`src/inc/irq_init_pkg.sv`:
```
/*
 * Constants for the host-side sequencer that programs an eight-level priority
 * interrupt unit: device port offsets, word bit positions, own register map.
 * Assumes it is compiled before every design file that names it.
 */
package irq_init_pkg;
    // Device port offsets (byte addresses on the device's own I/O bus).
    localparam logic [7:0] PORT_CMD         = 8'hC0;
    localparam logic [7:0] PORT_DATA        = 8'hC2;
    localparam logic [7:0] PORT_STAT        = 8'hC4;
    localparam logic [7:0] PORT_MASK_RD     = 8'hC6;
    // First word bit positions.
    localparam int         FW_ID0_BIT       = 0;
    localparam int         FW_SINGLE_BIT    = 1;
    localparam int         FW_EDGE_BIT      = 3;
    localparam int         FW_ID4_BIT       = 4;
    // Options word bit positions and the vector word's low bits.
    localparam int         OPT_CPU_BIT      = 0;
    localparam int         OPT_AUTO_BIT     = 1;
    localparam int         OPT_MASTER_BIT   = 2;
    localparam int         OPT_BUF_BIT      = 3;
    localparam int         OPT_NEST_BIT     = 4;
    localparam logic [2:0] VEC_LOW_ZERO     = 3'h0;
    // Own APB register map (byte offsets).
    localparam logic [7:0] REG_CTRL         = 8'h00;
    localparam logic [7:0] REG_CONFIG       = 8'h04;
    localparam logic [7:0] REG_CASCADE      = 8'h08;
    localparam logic [7:0] REG_STATUS       = 8'h0C;
    localparam logic [7:0] REG_OPWORD       = 8'h10;
    localparam logic [7:0] REG_RDATA        = 8'h14;
    // Own register reset values.
    localparam logic [7:0] CONFIG_RST       = 8'h00;
    localparam logic [7:0] CASCADE_RST      = 8'h00;
    // Control register bits.
    localparam int         CTRL_START_BIT   = 0;
    localparam int         CTRL_ROLE_BIT    = 1;
    // Operation word register fields.
    localparam int         OPW_PORT_BIT     = 8;
    localparam int         OPW_READ_BIT     = 9;
    localparam int         OPW_PORT_HI      = 10;
    // Device bus timing in clock cycles.
    localparam int         IO_STROBE_CYC    = 2;
endpackage : irq_init_pkg

```
`src/core/io_port_cycle.sv`:
```
/*
 * One device port access: drives address, strobes and data for a fixed
 * number of cycles and returns read data.  Assumes a synchronous device
 * bus on the same clock whose read data is stable during the strobe.
 */
`timescale 1ns/1ps
module io_port_cycle #(
    parameter int STROBE_CYC = irq_init_pkg::IO_STROBE_CYC
) (
    // Clock and reset.
    input  wire logic       clk,
    input  wire logic       rst_b,
    // Request side.
    input  wire logic       start,
    input  wire logic       is_read,
    input  wire logic [7:0] addr,
    input  wire logic [7:0] wdata,
    output logic            done,
    output logic [7:0]      rdata,
    // Device bus.
    output logic [7:0]      io_addr,
    output logic            io_wr_b,
    output logic            io_rd_b,
    output logic [7:0]      io_dout,
    output logic            io_doe,
    input  wire logic [7:0] io_din
);
    typedef struct packed {
        logic       busy;
        logic [3:0] cnt;
        logic       rd;
        logic [7:0] addr;
        logic [7:0] wd;
        logic [7:0] rd_data;
        logic       done;
    } cyc_s;
    cyc_s st_ff;
    cyc_s nxt_st;

    ////////////////////////////////////////////////////////////////////////
    // Strobe timing; read data is caught on the last strobe cycle.
    always_comb begin
        nxt_st      = st_ff;
        nxt_st.done = 1'b0;
        if (!st_ff.busy && start) begin
            nxt_st.busy = 1'b1;
            nxt_st.cnt  = 4'(STROBE_CYC - 1);
            nxt_st.rd   = is_read;
            nxt_st.addr = addr;
            nxt_st.wd   = wdata;
        end else if (st_ff.busy) begin
            if (st_ff.cnt == 4'h0) begin
                nxt_st.busy = 1'b0;
                nxt_st.done = 1'b1;
                if (st_ff.rd) begin
                    nxt_st.rd_data = io_din;
                end
            end else begin
                nxt_st.cnt = st_ff.cnt - 4'h1;
            end
        end
    end

    // State register.
    always_ff @(posedge clk) begin
        if (!rst_b) begin
            st_ff <= '0;
        end else begin
            st_ff <= nxt_st;
        end
    end

    // Outputs come straight from the state register.
    assign done    = st_ff.done;
    assign rdata   = st_ff.rd_data;
    assign io_addr = st_ff.addr;
    assign io_wr_b = !(st_ff.busy && !st_ff.rd);
    assign io_rd_b = !(st_ff.busy && st_ff.rd);
    assign io_dout = st_ff.wd;
    assign io_doe  = st_ff.busy && !st_ff.rd;
endmodule : io_port_cycle

```
`src/core/irq_init_host.sv`:
```
/*
 * Host-side sequencer that initialises an eight-level priority interrupt
 * unit through its I/O ports and then issues operation words on request.
 * Assumes an APB master on clk and a device bus on the same clock.
 *
 * Software fills CONFIG and CASCADE first, then writes CTRL with the start
 * bit; the role bit in that same write picks master or slave words.  While
 * the sequence runs, every register write is ignored, so a configuration
 * cannot change underneath a half-written initialisation.  Operation words
 * are refused until the latest sequence has finished; afterwards they may be
 * issued whenever the sequencer is idle and do not disturb the finished flag.
 *
 * A limitation worth knowing: the interrupt gate output only reflects this
 * block's own progress.  If several units are chained, software must keep
 * the processor's interrupts off until the last unit has been programmed.
 */
`timescale 1ns/1ps
module irq_init_host (
    // Clock and reset.
    input  wire logic        clk,
    input  wire logic        rst_b,
    // APB slave.
    input  wire logic        psel,
    input  wire logic        penable,
    input  wire logic        pwrite,
    input  wire logic [7:0]  paddr,
    input  wire logic [31:0] pwdata,
    output logic [31:0]      prdata,
    output logic             pready,
    output logic             pslverr,
    // Device bus.
    output logic [7:0]       io_addr,
    output logic             io_wr_b,
    output logic             io_rd_b,
    output logic [7:0]       io_dout,
    output logic             io_doe,
    input  wire logic [7:0]  io_din,
    // Processor interrupt gate.
    output logic             cpu_irq_enable
);
    typedef enum logic [2:0] {
        S_IDLE, S_FIRST, S_VECTOR, S_CASCADE, S_OPTIONS, S_OPER, S_WAIT
    } seq_e;

    typedef struct packed {
        seq_e       state;
        seq_e       after;
        logic [7:0] config_r;
        logic [7:0] cascade_r;
        logic       is_slave;
        logic       inited;
        logic       op_pend;
        logic [9:0] op_word;
        logic [7:0] rd_byte;
        logic       start;
        logic       is_read;
        logic [7:0] addr;
        logic [7:0] wdata;
    } host_s;
    host_s st_ff;
    host_s nxt_st;

    logic       cyc_done;
    logic [7:0] cyc_rdata;
    logic       wr_acc;
    logic       busy;
    logic [7:0] first_word;
    logic [7:0] opt_word;

    ////////////////////////////////////////////////////////////////////////
    // APB decode; every access completes without wait states.
    assign wr_acc  = psel && penable && pwrite;
    assign pready  = 1'b1;
    assign busy    = (st_ff.state != S_IDLE);
    assign pslverr = psel && penable && !(paddr inside {irq_init_pkg::REG_CTRL,
                     irq_init_pkg::REG_CONFIG, irq_init_pkg::REG_CASCADE,
                     irq_init_pkg::REG_STATUS, irq_init_pkg::REG_OPWORD,
                     irq_init_pkg::REG_RDATA});

    // Read mux over own registers.
    always_comb begin
        prdata = 32'h0000_0000;
        unique case (paddr)
            irq_init_pkg::REG_CONFIG:  prdata = {24'h0, st_ff.config_r};
            irq_init_pkg::REG_CASCADE: prdata = {24'h0, st_ff.cascade_r};
            irq_init_pkg::REG_STATUS:  prdata = {29'h0, st_ff.is_slave,
                                                 st_ff.inited, busy};
            irq_init_pkg::REG_RDATA:   prdata = {24'h0, st_ff.rd_byte};
            default:                   prdata = 32'h0000_0000;
        endcase
    end

    ////////////////////////////////////////////////////////////////////////
    // Build the first and options words from the configuration register.
    // config bits: 0 single, 1 edge, 2 auto clear, 3 special nesting, 7:3 vector base.
    always_comb begin
        first_word = 8'h00;
        first_word[irq_init_pkg::FW_ID0_BIT] = 1'b1;
        first_word[irq_init_pkg::FW_ID4_BIT] = 1'b1;
        first_word[irq_init_pkg::FW_SINGLE_BIT] =
            st_ff.config_r[0] && !st_ff.is_slave;
        first_word[irq_init_pkg::FW_EDGE_BIT] = st_ff.config_r[1];
        opt_word = 8'h00;
        opt_word[irq_init_pkg::OPT_CPU_BIT]    = 1'b1;
        opt_word[irq_init_pkg::OPT_AUTO_BIT]   = st_ff.config_r[2];
        opt_word[irq_init_pkg::OPT_BUF_BIT]    = 1'b1;
        opt_word[irq_init_pkg::OPT_MASTER_BIT] = !st_ff.is_slave;
        opt_word[irq_init_pkg::OPT_NEST_BIT]   = st_ff.config_r[3];
    end

    ////////////////////////////////////////////////////////////////////////
    // Register writes and the initialisation sequencer.
    // Each word state raises a one-cycle start pulse and parks in S_WAIT;
    // the port engine's done pulse then moves on to the state kept in
    // 'after'.  Keeping one wait state avoids a copy of the handshake in
    // every word state.  The finished flag is only raised when the options
    // word completes, never after an operation word, which keeps the gate
    // for processor interrupts tied to a complete initialisation.
    always_comb begin
        nxt_st       = st_ff;
        nxt_st.start = 1'b0;
        if (wr_acc && !busy) begin
            unique case (paddr)
                irq_init_pkg::REG_CONFIG:  nxt_st.config_r  = pwdata[7:0];
                irq_init_pkg::REG_CASCADE: nxt_st.cascade_r = pwdata[7:0];
                irq_init_pkg::REG_CTRL: begin
                    if (pwdata[irq_init_pkg::CTRL_START_BIT]) begin
                        nxt_st.is_slave = pwdata[irq_init_pkg::CTRL_ROLE_BIT];
                        nxt_st.inited   = 1'b0;
                        nxt_st.state    = S_FIRST;
                    end
                end
                irq_init_pkg::REG_OPWORD: begin
                    if (st_ff.inited) begin
                        nxt_st.op_word = pwdata[9:0];
                        nxt_st.state   = S_OPER;
                    end
                end
                default: begin
                end
            endcase
        end
        unique case (st_ff.state)
            S_IDLE: begin
            end
            S_FIRST: begin
                nxt_st.start   = 1'b1;
                nxt_st.is_read = 1'b0;
                nxt_st.addr    = irq_init_pkg::PORT_CMD;
                nxt_st.wdata   = first_word;
                nxt_st.after   = S_VECTOR;
                nxt_st.state   = S_WAIT;
            end
            S_VECTOR: begin
                nxt_st.start   = 1'b1;
                nxt_st.addr    = irq_init_pkg::PORT_DATA;
                // Base in bits 7:3; the device fills in the line number.
                nxt_st.wdata   = {st_ff.config_r[7:3], irq_init_pkg::VEC_LOW_ZERO};
                nxt_st.after   = (first_word[irq_init_pkg::FW_SINGLE_BIT]) ?
                                 S_OPTIONS : S_CASCADE;
                nxt_st.state   = S_WAIT;
            end
            S_CASCADE: begin
                nxt_st.start   = 1'b1;
                nxt_st.addr    = irq_init_pkg::PORT_DATA;
                // Master: presence map; slave: identity in bits 2:0.
                nxt_st.wdata   = st_ff.is_slave ? {5'h00, st_ff.cascade_r[2:0]}
                                                : st_ff.cascade_r;
                nxt_st.after   = S_OPTIONS;
                nxt_st.state   = S_WAIT;
            end
            S_OPTIONS: begin
                nxt_st.start   = 1'b1;
                nxt_st.addr    = irq_init_pkg::PORT_DATA;
                nxt_st.wdata   = opt_word;
                nxt_st.after   = S_IDLE;
                nxt_st.op_pend = 1'b0;
                nxt_st.state   = S_WAIT;
            end
            S_OPER: begin
                // Port select in bits 9:8 picks C0, C2, C4 or C6.
                nxt_st.start   = 1'b1;
                nxt_st.is_read = st_ff.op_word[irq_init_pkg::OPW_READ_BIT] ||
                                 st_ff.op_word[irq_init_pkg::OPW_PORT_HI];
                nxt_st.addr    = irq_init_pkg::PORT_CMD +
                                 {5'h00, st_ff.op_word[9:8], 1'b0};
                nxt_st.wdata   = st_ff.op_word[7:0];
                nxt_st.op_pend = 1'b1;
                nxt_st.after   = S_IDLE;
                nxt_st.state   = S_WAIT;
            end
            S_WAIT: begin
                if (cyc_done) begin
                    nxt_st.state = st_ff.after;
                    if (nxt_st.is_read) begin
                        nxt_st.rd_byte = cyc_rdata;
                    end
                    if (st_ff.after == S_IDLE && !st_ff.op_pend) begin
                        nxt_st.inited = 1'b1;
                    end
                end
            end
        endcase
    end

    // State register.
    always_ff @(posedge clk) begin
        if (!rst_b) begin
            st_ff           <= '0;
            st_ff.state     <= S_IDLE;
            st_ff.after     <= S_IDLE;
            st_ff.config_r  <= irq_init_pkg::CONFIG_RST;
            st_ff.cascade_r <= irq_init_pkg::CASCADE_RST;
        end else begin
            st_ff <= nxt_st;
        end
    end

    // Processor interrupts stay off until the sequence has finished.
    assign cpu_irq_enable = st_ff.inited && !busy;

    ////////////////////////////////////////////////////////////////////////
    // Device port access engine.
    io_port_cycle #(
        .STROBE_CYC (irq_init_pkg::IO_STROBE_CYC)
    ) u_cyc (
        .clk     (clk),
        .rst_b   (rst_b),
        .start   (st_ff.start),
        .is_read (st_ff.is_read),
        .addr    (st_ff.addr),
        .wdata   (st_ff.wdata),
        .done    (cyc_done),
        .rdata   (cyc_rdata),
        .io_addr (io_addr),
        .io_wr_b (io_wr_b),
        .io_rd_b (io_rd_b),
        .io_dout (io_dout),
        .io_doe  (io_doe),
        .io_din  (io_din)
    );
endmodule : irq_init_host

```
`config.mk`:
```
export PLATFORM = sky130hd
export DESIGN_NAME = irq_init_host
export DESIGN_NICKNAME = d
export VERILOG_FILES = /design/src/inc/irq_init_pkg.sv /design/src/core/io_port_cycle.sv /design/src/core/irq_init_host.sv
export SDC_FILE = /design/constraint.sdc
export NUM_CORES = 1
export LEC_CHECK = 0
export BUFFER_PORTS_ARGS = -buffer_cell sky130_fd_sc_hd__buf_2
export CAP_MARGIN = 20
export CORE_MARGIN = 4
export CORE_UTILIZATION = 47
export DETAILED_ROUTE_END_ITERATION = 6
export GPL_TIMING_DRIVEN = 1
export PLACE_DENSITY = 0.86
export SETUP_SLACK_MARGIN = 0.3
export SLEW_MARGIN = 20
export SYNTH_ARGS = -nofsm -noshare
export SYNTH_HDL_FRONTEND = slang
export SYNTH_SLANG_ARGS = --single-unit
```
`constraint.sdc`:
```
create_clock -name clk -period 1.9 [get_ports clk]
set_clock_uncertainty 0.05 [all_clocks]
set_input_delay 0 -clock clk [delete_from_list [all_inputs] [get_ports clk]]
set_output_delay 0 -clock clk [all_outputs]
set_load 0.02 [all_outputs]
```
Yosys cells after proc, flatten, opt, wreduce, memory -nomap -nowiden
Cells that the tools add are included.
- input bits: 53
- register bits after elaboration: 92
- latch bits: 0
- bits in read-only memories: 0
- RAM bits: 0
- word-level logic and storage cells: 104
- memories kept: 0
- bitwise logic cells: 4
- eq/ne operators: 12
- muxes and demuxes: 25
- reductions and logical operators: 40
- multipliers: 0
- divide/modulo/power cells: 0
- $add $sub $neg: 2
- shifts and indexed selects: 0
- order comparisons: 0
- operators with widths (kind ; number):
    $pmux 16 s5 ; 1
    $pmux 8 s4 ; 1
    $eq 8x4->1 const B ; 2
    $eq 8x5->1 const B ; 2
    $mux 3 ; 5
    $pmux 3 s2 ; 2
    $pmux 3 s4 ; 1
    $logic_and 1x1->1 ; 10
    $mux 5 ; 2
    $eq 3x3->1 const B ; 3
    $mux 1 ; 9
    $reduce_and 3->1 ; 3
    $add 7x4->8 const A ; 1
    $eq 8x3->1 const B ; 1
    $logic_not 1->1 ; 8
    $logic_not 8->1 ; 1
    $mux 8 ; 1
    $reduce_and 2->1 ; 4
    $eq 3x2->1 const B ; 2
    $reduce_bool 2->1 ; 3
    $reduce_bool 6->1 ; 1
    $reduce_bool 5->1 ; 1
    $reduce_or 5->1 ; 1
    $logic_not 4->1 ; 1
    12 further kinds ; 17

Logic depth before layout (Yosys ltp)
Gate-level depths: netlist of run 1.
- depth after elaboration: 7
- depth in mapped cells: 7
- mapped depth without buffers: 6

Hierarchy
Synthesis of run 1 repeated with hierarchy kept, for this count alone.
- cell total of the unflattened synthesis: 480
- area, all modules: 4282.9 um^2
- by module, submodules not included (module ; area an instance (um^2) ; cells each ; instances ; sequential area each (um^2)):
    irq_init_host ; 2832.7 ; 311 ; 1 ; 1121.1
    io_port_cycle ; 1450.1 ; 169 ; 1 ; 620.6

Least setup slack after synthesis of run 1
No wires, ideal clock.
- kind: register -> register
- start point: register st_ff[59] (netlist bit)
- end point: register st_ff[35] (netlist bit)
- arrival: 2.145 ns
- stages on the path, launching flop included: 7
- buffers on the path: 2
- clock period less this slack: 2.266 ns
- path slack: -0.366 ns
- cell sequence: dfxtp_1 clkbuf_1 nor4b_1 and3_1 clkbuf_1 nand3_1 a21oi_1
- word-level cells in the longest chain between the ends: 4
- ends and longest elaborated chain (element ; RTL line ; RTL):
    start: declaration ; irq_init_host.sv:60 ; host_s st_ff;
    start signal: assignment ; irq_init_host.sv:215 ; st_ff <= nxt_st;
    $reduce_bool 3->1 ; irq_init_host.sv:74 ; assign busy = (st_ff.state != S_IDLE);
    $logic_not 1->1 ; irq_init_host.sv:122 ; if (wr_acc && !busy) begin
    $logic_and 1x1->1 ; irq_init_host.sv:122 ;
    $reduce_and 3->1 (no source line) ; n/a ;
No other way between the ends.
A chain may end at the register's enable or synchronous reset.

Worst setup path after layout of run 1
- start point: register u_cyc.st_ff[27] (netlist bit)
- end point: register u_cyc.st_ff, in the netlist u_cyc.rdata[4]
- word-level cells in the longest chain between the ends: 2
- ends and longest elaborated chain (element ; RTL line ; RTL):
    start: declaration ; io_port_cycle.sv:37 ; cyc_s st_ff;
    start signal: assignment ; io_port_cycle.sv:69 ; st_ff <= nxt_st;
    $logic_not 4->1 ; io_port_cycle.sv:52 ; if (st_ff.cnt == 4'h0) begin
    $reduce_and 4->1 (no source line) ; n/a ;
No other way between the ends.

==> results of run 1 <==
worst max-delay path by stage:
stage	end	slack [ps]	cells past startpoint
3_3_place_gp	opt_word[1]	170	5
5_1_grt	u_cyc.rdata[7]	190	7
3_5_place_dp	first_word[3]	110	5
6_report	u_cyc.rdata[4]	240	7
2_1_floorplan	u_cyc.rdata[0]	250	7
4_1_cts	u_cyc.rdata[5]	290	7
power by group through the flow:
stage | logic, mW | clock network (mW) | registers (mW)
2_1_floorplan | 0.344 | 0 | 1.82
3_3_place_gp | 0.382 | 0 | 1.83
3_5_place_dp | 0.389 | 0 | 1.83
4_1_cts | 0.436 | 1.30 | 1.79
5_1_grt | 0.525 | 1.38 | 1.80
6_report | 0.482 | 1.28 | 1.79
synthesized netlist by cell type, types with 2 or more instances:
master     n  area [um2]
inv_1     13       48.80
a222oi_1   8       80.08
a211oi_1   4       30.03
buf_4     42       315.3
nor4_4     3       63.81
clkbuf_1  16       60.06
a31oi_1    2       12.51
or4_1      2       15.01
clkbuf_8   3       41.29
buf_2      5       25.02
conb_1     2       7.510
mux2i_1   19       190.2
o21ai_1   16       80.08
xor2_1     2       17.52
a21oi_1   57       285.3
nor2_1    33       123.9
nand3_1   32       160.2
a22oi_1    4       30.03
nand2b_1   6       37.54
nor2b_1    6       37.54
or3_1      2       12.51
o21ai_0   18       90.09
nor3_1     8       40.04
and2_1     3       18.77
nand2_1   48       180.2
clkbuf_2   2       10.01
o22ai_1    2       12.51
or3b_2     2       17.52
nor4_1     2       12.51
dfxtp_1   82        1642
worst reg2reg max path, cell delays in order, from the launching register on:
cell and delay [ps]:
dfxtp_2 330, inv_2 60, ha_4 120, or3b_4 410, nor2_4 130, buf_12 150, mux2i_1 220, nor2_1 80
layout make-up:
cell class,instances,area (um2),share of cell area [%]
timing repair buffer,105,778.2,16.09
inverter,13,48.80,1.009
sequential,82,1650,34.12
clock inverter,2,35.03,0.7243
tap,102,127.6,2.638
clock buffer,13,168.9,3.492
multi-input combinational,329,2028,41.93
cell families after synthesis:
| kind of cell | synth area share (%) |
|---|---|
| flip-flops | 42.05 |
| AO/OA/AOI/OAI | 17.69 |
| adder cells (fa/ha/maj) | 0.3205 |
| other | 0.1924 |
| buffers and inverters | 13.43 |
| AND/OR/NAND/NOR | 20.99 |
| multiplexers | 4.872 |
| XOR/XNOR | 0.4488 |
what timing repair did:
| item | 4_1_cts | 5_1_grt |
|---|---|---|
| hold buffers | 19 | 0 |
| gates resized for setup | 11 | 31 |
| hold endpoints to repair | 42 | 0 |
| endpoints found under the setup margin | 30 | 39 |
| buffers inserted | 8 | 6 |
| pin swaps | 6 | 15 |
| cloned | 0 | 2 |
per-layer routing:
layer | wire [um] | GRT usage (%)
met1 | 4056 | 23.94
met2 | 5285 | 34.50
met3 | 1001 | 4.488
met4 | 512 | 10.29
met5 | 0 | 0
state kept, by name (all words and copies together), names as in the netlist:
name           count
st_ff             53
u_cyc.io_dout      8
u_cyc.rdata        8
u_cyc.st_ff        6
u_cyc.io_addr      3
opt_word           2
first_word         1
u_cyc.done         1
==> reports/metrics.yaml, run 1 <==
rrSetupSlack_ps: 240
io_buffers: 55
die_h_um: 99.14
utilization_pct: 61.33
dpl_cell_area_um2: 4159
drive_gt1_share_pct: 27.76
drt-initial-drc-count: 355
min_period_ps: 1660
wl_per_cell_um: 16.81
slowest_stage: "or3b_4"
dieWidth_um: 99.14
cts_buffer_depth: 2
pwr-share-clk_pct: 36.0
instances_no_fill: 646
critical_path_buf_inv_count: 2
post-route-period-util_pct: 87.37
crit_chain: "inv_2, ha_4, or3b_4, nor2_4, buf_12, mux2i_1, nor2_1"
die_area_um2: 9828
final_area_um2: 4837
p_total_mw: 3.556
r2r_cells: 7
ant_nets: 0
boundaryPins: 107
syn-cell-area_um2: 3904
worstReg2RegStart: "u_cyc.st_ff[27]"
dp_cells: 596
synth_warnings: 0
endpoint_kind: "register"
finalWorstSetupSlack_ps: 239.9
synth_cell_type_count: 54
seq_area_frac_synth_pct: 42.05
dp_hpwl_mm: 6.825
grt_pass1_wl_mm: 16.34
antenna_found_initial: 0
p_sw_share_pct: 25.44
core_um2: 7888
drc: 0
r2r-end: "u_cyc.rdata[4]"
fillers: 625
final_nets: 594
hold_path_end: "st_ff[38]"
worstSkewPairLatency_ps: 350
first_pass_iters: 6
hold_ws_ps: 125.3
cp_slowest_stage_delay_ps: 410
area_delta_synth_final_pct: 23.91
layout_commonest_cell: "dfxtp_1"
setup_viol: 0
grt_max_degree: 26
ys_ff_latch: 82
first_global_vias: 3427
grt_use_total_pct: 20.28
fin_tns_setup_ps: 0
slew_viol_final: 0
viasPerCell: 5.757
cts.sinks: 82
p_per_area_nw_per_um2: 735.2
finalHoldViolCount: 0
leakagePower_nw: 1.913
p_seq_share_pct: 50.4
tightest_slew_ps: 513.2
rows: 32
routed_wl_mm: 10.86
switching_power_mw: 0.9046
start_kind: "register"
start_util_pct: 49.49
crit_arrival_ps: 1850
synthFlopType: "dfxtp_1"
p_comb_share_pct: 13.5
rsz0062_at_grt: "yes"
worstSetupStartpoint: "u_cyc.st_ff[27]"
async_reset_ff_share_pct: 0
required_ps: 2090
min_from: "paddr[1]"
htreeDepth: 3
final_cell_mix: "77 x dfxtp_1, 54 x a21oi_1, 54 x buf_2"
synthCells: 468
cts_buffers: 9
fmax_ghz: 0.6024
place_ws_ps: 109.0
gr-total-overflow: 0
cts.clk_slew.worst_paths_ps: 70
crit_type: "reg2reg"
n_antenna_cell: 0
critPathTopFamily: "simple AND/OR/NAND/NOR gates"
vias: 3719
min_path_cells: 5
max_slew_margin_pct: 65.69
maxCapViolations: 0
ir_drop_uv: 283.5
min_path_type: "in2reg"
syn_area_per_cell_um2: 8.341
internal_power_mw: 2.652
cp_max_fo: 8
cts_tree: "built"
synth_edf_count: 0
place.gp.congestion: 0.9025
status: "complete, no violations"
root_buffer: "clkbuf_8"
Note: power is estimated with default switching activity, not from simulation.
==> run 2: changes to the inputs <==
CORE_UTILIZATION = 52   (was 47)
PLACE_DENSITY = 0.89   (was 0.86)
clock period = 1.7 ns   (was 1.9 ns; I/O delays follow)
==> reports/metrics.yaml, run 2 (synthesis gave the netlist of run 1 again) <==
fillers: 362  # was 625
place.gp.congestion: 0.9497  # was 0.9025
status: "finished, violations left"  # was complete, no violations
area_delta_synth_final_pct: 55.03  # was 23.91%
crit_type: "reg2reg"  # unchanged
crit_chain: "nor3_4, buf_4, and2_4, buf_12, nand3_2, a21oi_2"  # was inv_2, ha_4, or3b_4, nor2_4, buf_12, mux2i_1, nor2_1
hold_ws_ps: 135.5  # was 125.3 ps
vias: 4668  # was 3719
largest_register_ffs: 53  # unchanged
leakagePower_nw: 2.281  # was 1.913 nW
cts_buffers: 9  # unchanged
r2r-end: "st_ff[39]"  # was u_cyc.rdata[4]
cts_tree: "built"  # unchanged
dp_hpwl_mm: 6.923  # was 6.825 mm
pwr-share-clk_pct: 35.8  # was 36.0%
endpoint_kind: "register"  # unchanged
cp_slowest_stage_delay_ps: 400  # was 410 ps
ant_nets: 0  # unchanged
wl_per_cell_um: 27.81  # was 16.81 um
worstReg2RegStart: "st_ff[59]"  # was u_cyc.st_ff[27]
n_antenna_cell: 0  # unchanged
p_sw_share_pct: 30.68  # was 25.44%
htreeDepth: 3  # unchanged
final_cell_mix: "76 x dfxtp_1, 44 x buf_2, 42 x nand2_1"  # was 77 x dfxtp_1, 54 x a21oi_1, 54 x buf_2
min_path_cells: 5  # unchanged
grt_pass1_wl_mm: 20.79  # was 16.34 mm
min_period_ps: 1932  # was 1660 ps
internal_power_mw: 3.137  # was 2.652 mW
p_per_area_nw_per_um2: 747.7  # was 735.2 nW/um2
p_comb_share_pct: 19.3  # was 13.5%
min_from: "paddr[1]"  # unchanged
setup_viol: 5  # was 0
cts.clk_slew.worst_paths_ps: 100  # was 70 ps
cp_max_fo: 6  # was 8
root_buffer: "clkbuf_8"  # unchanged
fmax_ghz: 0.5175  # was 0.6024 GHz
grt_max_degree: 36  # was 26
tightest_slew_ps: 741.6  # was 513.2 ps
min_path_type: "in2reg"  # unchanged
hold_path_end: "st_ff[58]"  # was st_ff[38]
ir_drop_uv: 694.4  # was 283.5 uV
drive_gt1_share_pct: 50.00  # was 27.76%
routed_wl_mm: 19.22  # was 10.86 mm
rsz0062_at_grt: "yes"  # unchanged
final_nets: 641  # was 594
worstSkewPairLatency_ps: 380  # was 350 ps
antenna_found_initial: 0  # unchanged
slowest_stage: "dfxtp_4"  # was or3b_4
switching_power_mw: 1.388  # was 0.9046 mW
core_um2: 7292  # was 7888 um2
p_seq_share_pct: 44.9  # was 50.4%
cts.sinks: 82  # unchanged
maxCapViolations: 0  # unchanged
top_register: "st_ff"  # unchanged
layout_commonest_cell: "dfxtp_1"  # unchanged
required_ps: 1900  # was 2090 ps
r2r_cells: 6  # was 7
crit_arrival_ps: 2130  # was 1850 ps
drt-initial-drc-count: 727  # was 355
boundaryPins: 107  # unchanged
die_h_um: 94.65  # was 99.14 um
die_area_um2: 8958  # was 9828 um2
finalHoldViolCount: 0  # unchanged
start_kind: "register"  # unchanged
rows: 31  # was 32
dieWidth_um: 94.65  # was 99.14 um
finalWorstSetupSlack_ps: -232.5  # was 239.9 ps
max_slew_margin_pct: 50.38  # was 65.69%
post-route-period-util_pct: 113.7  # was 87.37%
first_pass_iters: 7  # was 6
viasPerCell: 6.755  # was 5.757
p_total_mw: 4.525  # was 3.556 mW
cts_buffer_depth: 2  # unchanged
first_global_vias: 4091  # was 3427
io_buffers: 55  # unchanged
start_util_pct: 53.53  # was 49.49%
drc: 56  # was 0
grt_use_total_pct: 30.36  # was 20.28%
violations: "DRC, setup timing"
gr-total-overflow: 0  # unchanged
slew_viol_final: 0  # unchanged
rrSetupSlack_ps: -230  # was 240 ps
-- run 2: how the worst max path moves through the flow --
stage                               start             end  slack [ps]  cells past startpoint
after global routing            st_ff[59]       st_ff[39]        -180                      6
after global placement          st_ff[59]        st_ff[3]          40                      4
after detailed placement        st_ff[59]        st_ff[3]         -20                      4
final                           st_ff[59]       st_ff[39]        -230                      6
after CTS                 u_cyc.st_ff[27]  u_cyc.rdata[0]          80                      7
after floorplan           u_cyc.st_ff[27]  u_cyc.rdata[0]          50                      7
-- run 2: routing by layer --
metal | track usage [%] | wire (um) | up-vias
met3 | 7.729 | 2416 | 209
met5 | 0 | 0 | -
li1 | - | - | 1814
met1 | 33.76 | 5943 | 2150
met4 | 22.36 | 2230 | 0
met2 | 49.91 | 8629 | 495
-- run 2: cell type report --
type                    instances  area, um2  area share (%)
repair buffers                151       1404           23.20
clock inverters                 3      46.29          0.7649
clock buffers                  13      168.9           2.791
flip-flops and latches         82       1657           27.37
inverters                      13      53.80          0.8890
well taps                      99      123.9           2.047
multi-input cells             330       2599           42.94
-- run 2: power by group through the flow --
stage	Clock [mW]	Sequential (mW)	Combinational (mW)
2_1_floorplan	0	2.03	0.394
3_3_place_gp	0	2.06	0.416
3_5_place_dp	0	2.06	0.427
4_1_cts	1.50	2.01	0.532
5_1_grt	1.67	2.03	0.899
6_report	1.62	2.03	0.873
-- run 2: repair_timing --
item                                    4_1_cts  5_1_grt
gates cloned                                  1        2
hold endpoints to repair                     42        0
gates resized for setup                      50      169
endpoints found under the setup margin       86       84
pin swaps                                    28       56
setup buffers                                29       29
hold buffers                                 19        0
-- run 2: worst max-delay path, delay by kind of cell, from the launching register on --
family	cells	cell delay, ps
DFF	1	400
and+or+nand+nor	3	650
buffers and inverters	2	310
AOI/OAI and AO/OA	1	390
-- run 2: metrics by stage --
stage	utilization (%)	TNS, ps	setup slack [ps]	area [um2]	cells
after CTS	69.47	0	80.89	5066	660
final	83.00	-352.3	-232.5	6052	691
after global routing	83.00	-1030	-176.7	6052	691
after floorplan	-	0	46.55	4205	495
after detailed placement	58.44	-33.81	-24.44	4262	595
after global placement	58.44	0	37.80	4262	595
==> run 3: changes to the inputs <==
CORE_ASPECT_RATIO = 0.9   (was unset)
==> reports/metrics.yaml, run 3 (synthesis gave the netlist of run 1 again) <==
status: "finished, violations left"  # unchanged
violations: "setup timing"  # was DRC, setup timing
place.gp.congestion: 0.9373  # was 0.9497
rsz0062_at_grt: "yes"  # unchanged
worstSkewPairLatency_ps: 380  # about the same
seqCellArea_um2: 1655  # was 1657 um2
n_antenna_cell: 0  # unchanged
cp.depth: 8  # was 6
finalHoldViolCount: 0  # unchanged
post-route-period-util_pct: 102.6  # was 113.7%
core_um2: 7184  # was 7292 um2
min_period_ps: 1745  # was 1932 ps
final_area_um2: 5543  # was 6052 um2
internal_power_mw: 3.238  # was 3.137 mW
dp_hpwl_mm: 6.927  # was 6.923 mm
finalWorstSetupSlack_ps: -44.62  # was -232.5 ps
multi_input_area_um2: 2302  # was 2599 um2
critical_path_buf_inv_count: 4  # was 2
ir_drop_uv: 637.0  # was 694.4 uV
root_buffer: "clkbuf_8"  # unchanged
crit_chain: "buf_6, or4_4, buf_6, nor4_4, buf_6, a22oi_1, nand2_2, buf_2"  # was nor3_4, buf_4, and2_4, buf_12, nand3_2, a21oi_2
final_cell_mix: "77 x dfxtp_1, 45 x buf_2, 43 x nand2_1"  # was 76 x dfxtp_1, 44 x buf_2, 42 x nand2_1
start_kind: "input pin"  # was register
pwr-share-clk_pct: 37.9  # was 35.8%
cts.sinks: 82  # unchanged
fillers: 435  # was 362
first_pass_iters: 6  # was 7
htreeDepth: 3  # unchanged
die_area_um2: 8959  # was 8958 um2
drt-initial-drc-count: 561  # was 727
start_util_pct: 54.34  # was 53.53%
slew_viol_final: 0  # unchanged
endpoint_kind: "output port"  # was register
drive_gt1_share_pct: 42.11  # was 50.00%
cp_slowest_stage_delay_ps: 560  # was 400 ps
antenna_found_initial: 0  # unchanged
grt_pass1_wl_mm: 18.75  # was 20.79 mm
cts.clk_slew.worst_paths_ps: 90  # was 100 ps
switching_power_mw: 1.232  # was 1.388 mW
maxCapViolations: 0  # unchanged
wl_per_cell_um: 21.73  # was 27.81 um
setup_viol: 3  # was 5
routed_wl_mm: 14.56  # was 19.22 mm
hold_ws_ps: 133.0  # was 135.5 ps
io_buffers: 55  # unchanged
grt_use_total_pct: 26.42  # was 30.36%
boundaryPins: 107  # unchanged
gr-total-overflow: 0  # unchanged
leakagePower_nw: 2.142  # was 2.281 nW
p_sw_share_pct: 27.56  # was 30.68%
crit_type: "in2out"  # was reg2reg
first_global_vias: 3889  # was 4091
cp_max_fo: 8  # was 6
ant_nets: 0  # unchanged
drc: 0  # was 56
grt_max_degree: 36  # unchanged
cts_tree: "built"  # unchanged
top_register: "st_ff"  # unchanged
cts_buffers: 9  # unchanged
p_per_area_nw_per_um2: 806.3  # was 747.7 nW/um2
required_ps: 1650  # was 1900 ps
crit_arrival_ps: 1690  # was 2130 ps
fmax_ghz: 0.5732  # was 0.5175 GHz
cts_buffer_depth: 2  # unchanged
die_h_um: 90.20  # was 94.65 um
dpl_cell_area_um2: 4267  # was 4262 um2
final_nets: 626  # was 641
largest_register_ffs: 53  # unchanged
slowest_stage: "or4_4"  # was dfxtp_4
rows: 29  # was 31
dp_cells: 594  # was 595
min_path_type: "in2reg"  # unchanged
critPathTopFamily: "simple AND/OR/NAND/NOR gates"  # unchanged
path_common_cell: "buf_6"
p_seq_share_pct: 45.1  # was 44.9%
p_comb_share_pct: 16.9  # was 19.3%
min_path_cells: 5  # unchanged
dieWidth_um: 99.33  # was 94.65 um
max_slew_margin_pct: 57.15  # was 50.38%
r2r_cells: 5  # was 6
tightest_slew_ps: 636.9  # was 741.6 ps
instances_no_fill: 670  # was 691
area_delta_synth_final_pct: 41.99  # was 55.03%
layout_commonest_cell: "dfxtp_1"  # unchanged
vias: 4192  # was 4668
viasPerCell: 6.257  # was 6.755
[run 3: changes by cell type in the layout (fill, tap and decap cells not counted), sizes merged]
cell | previous run | this run
clkbuf | 15 | 14
buf | 130 | 115
bufinv | 1 | 2
[run 3: power by group through the flow]
stage | logic [mW] | registers, mW | clock network (mW)
after global routing | 0.796 | 2.02 | 1.77
after CTS | 0.555 | 2.01 | 1.65
after detailed placement | 0.458 | 2.06 | 0
after global placement | 0.445 | 2.05 | 0
final | 0.757 | 2.02 | 1.69
after floorplan | 0.394 | 2.03 | 0
[run 3: timing repair]
item,4_1_cts,5_1_grt
gates cloned,1,4
hold buffers,19,0
setup endpoints to repair,75,73
pin swaps,15,50
hold endpoints to repair,42,0
setup buffers,20,16
resized for setup,34,104
[run 3: metrics by stage]
| stage | setup TNS (ps) | utilization, % | power, mW | worst slack [ps] |
|---|---|---|---|---|
| floorplan | 0 | - | 2.427 | 46.55 |
| global placement | 0 | 59.39 | 2.499 | 46.24 |
| detailed placement | -40.35 | 59.39 | 2.515 | -23.71 |
| CTS | 0 | 69.51 | 4.216 | 119.5 |
| global route | -193.4 | 77.15 | 4.585 | -61.24 |
| finish | -87.22 | 77.15 | 4.469 | -44.62 |
[run 3: area by class of cell]
type                            count  area share (%)
Multi-Input combinational cell    330           41.53
Inverter                           13          0.8804
Clock buffer                       12           2.980
Clock inverter                      4           1.309
Sequential cell                    82           29.86
Timing Repair Buffer              136           21.33
Tap cell                           93           2.099
[run 3: per-layer routing]
| layer | global-route usage [%] | part of all wire [%] |
|---|---|---|
| met4 | 15.59 | 7.6 |
| met5 | 0 | 0 |
| met2 | 44.07 | 48 |
| met1 | 30.26 | 34 |
| met3 | 6.656 | 9.9 |
[run 3: path summary, 6_finish.rpt]
kind / startpoint / to / slack (ps)
worst max-delay path: paddr[1] / prdata[0] / -40
worst min-delay path: paddr[6] / st_ff[38] / 130
worst max register to register: st_ff[59] / st_ff[60] / 30
worst min register to register: u_cyc.io_dout[2] / u_cyc.io_dout[2] / 410
[run 3: worst reg2reg max path: cells and delay by family, from the launching register on]
family / cells / cell delay [ps]
AOI/OAI and AO/OA: 1 / 280
buffers and inverters: 1 / 130
DFF: 1 / 400
and+or+nand+nor: 3 / 700
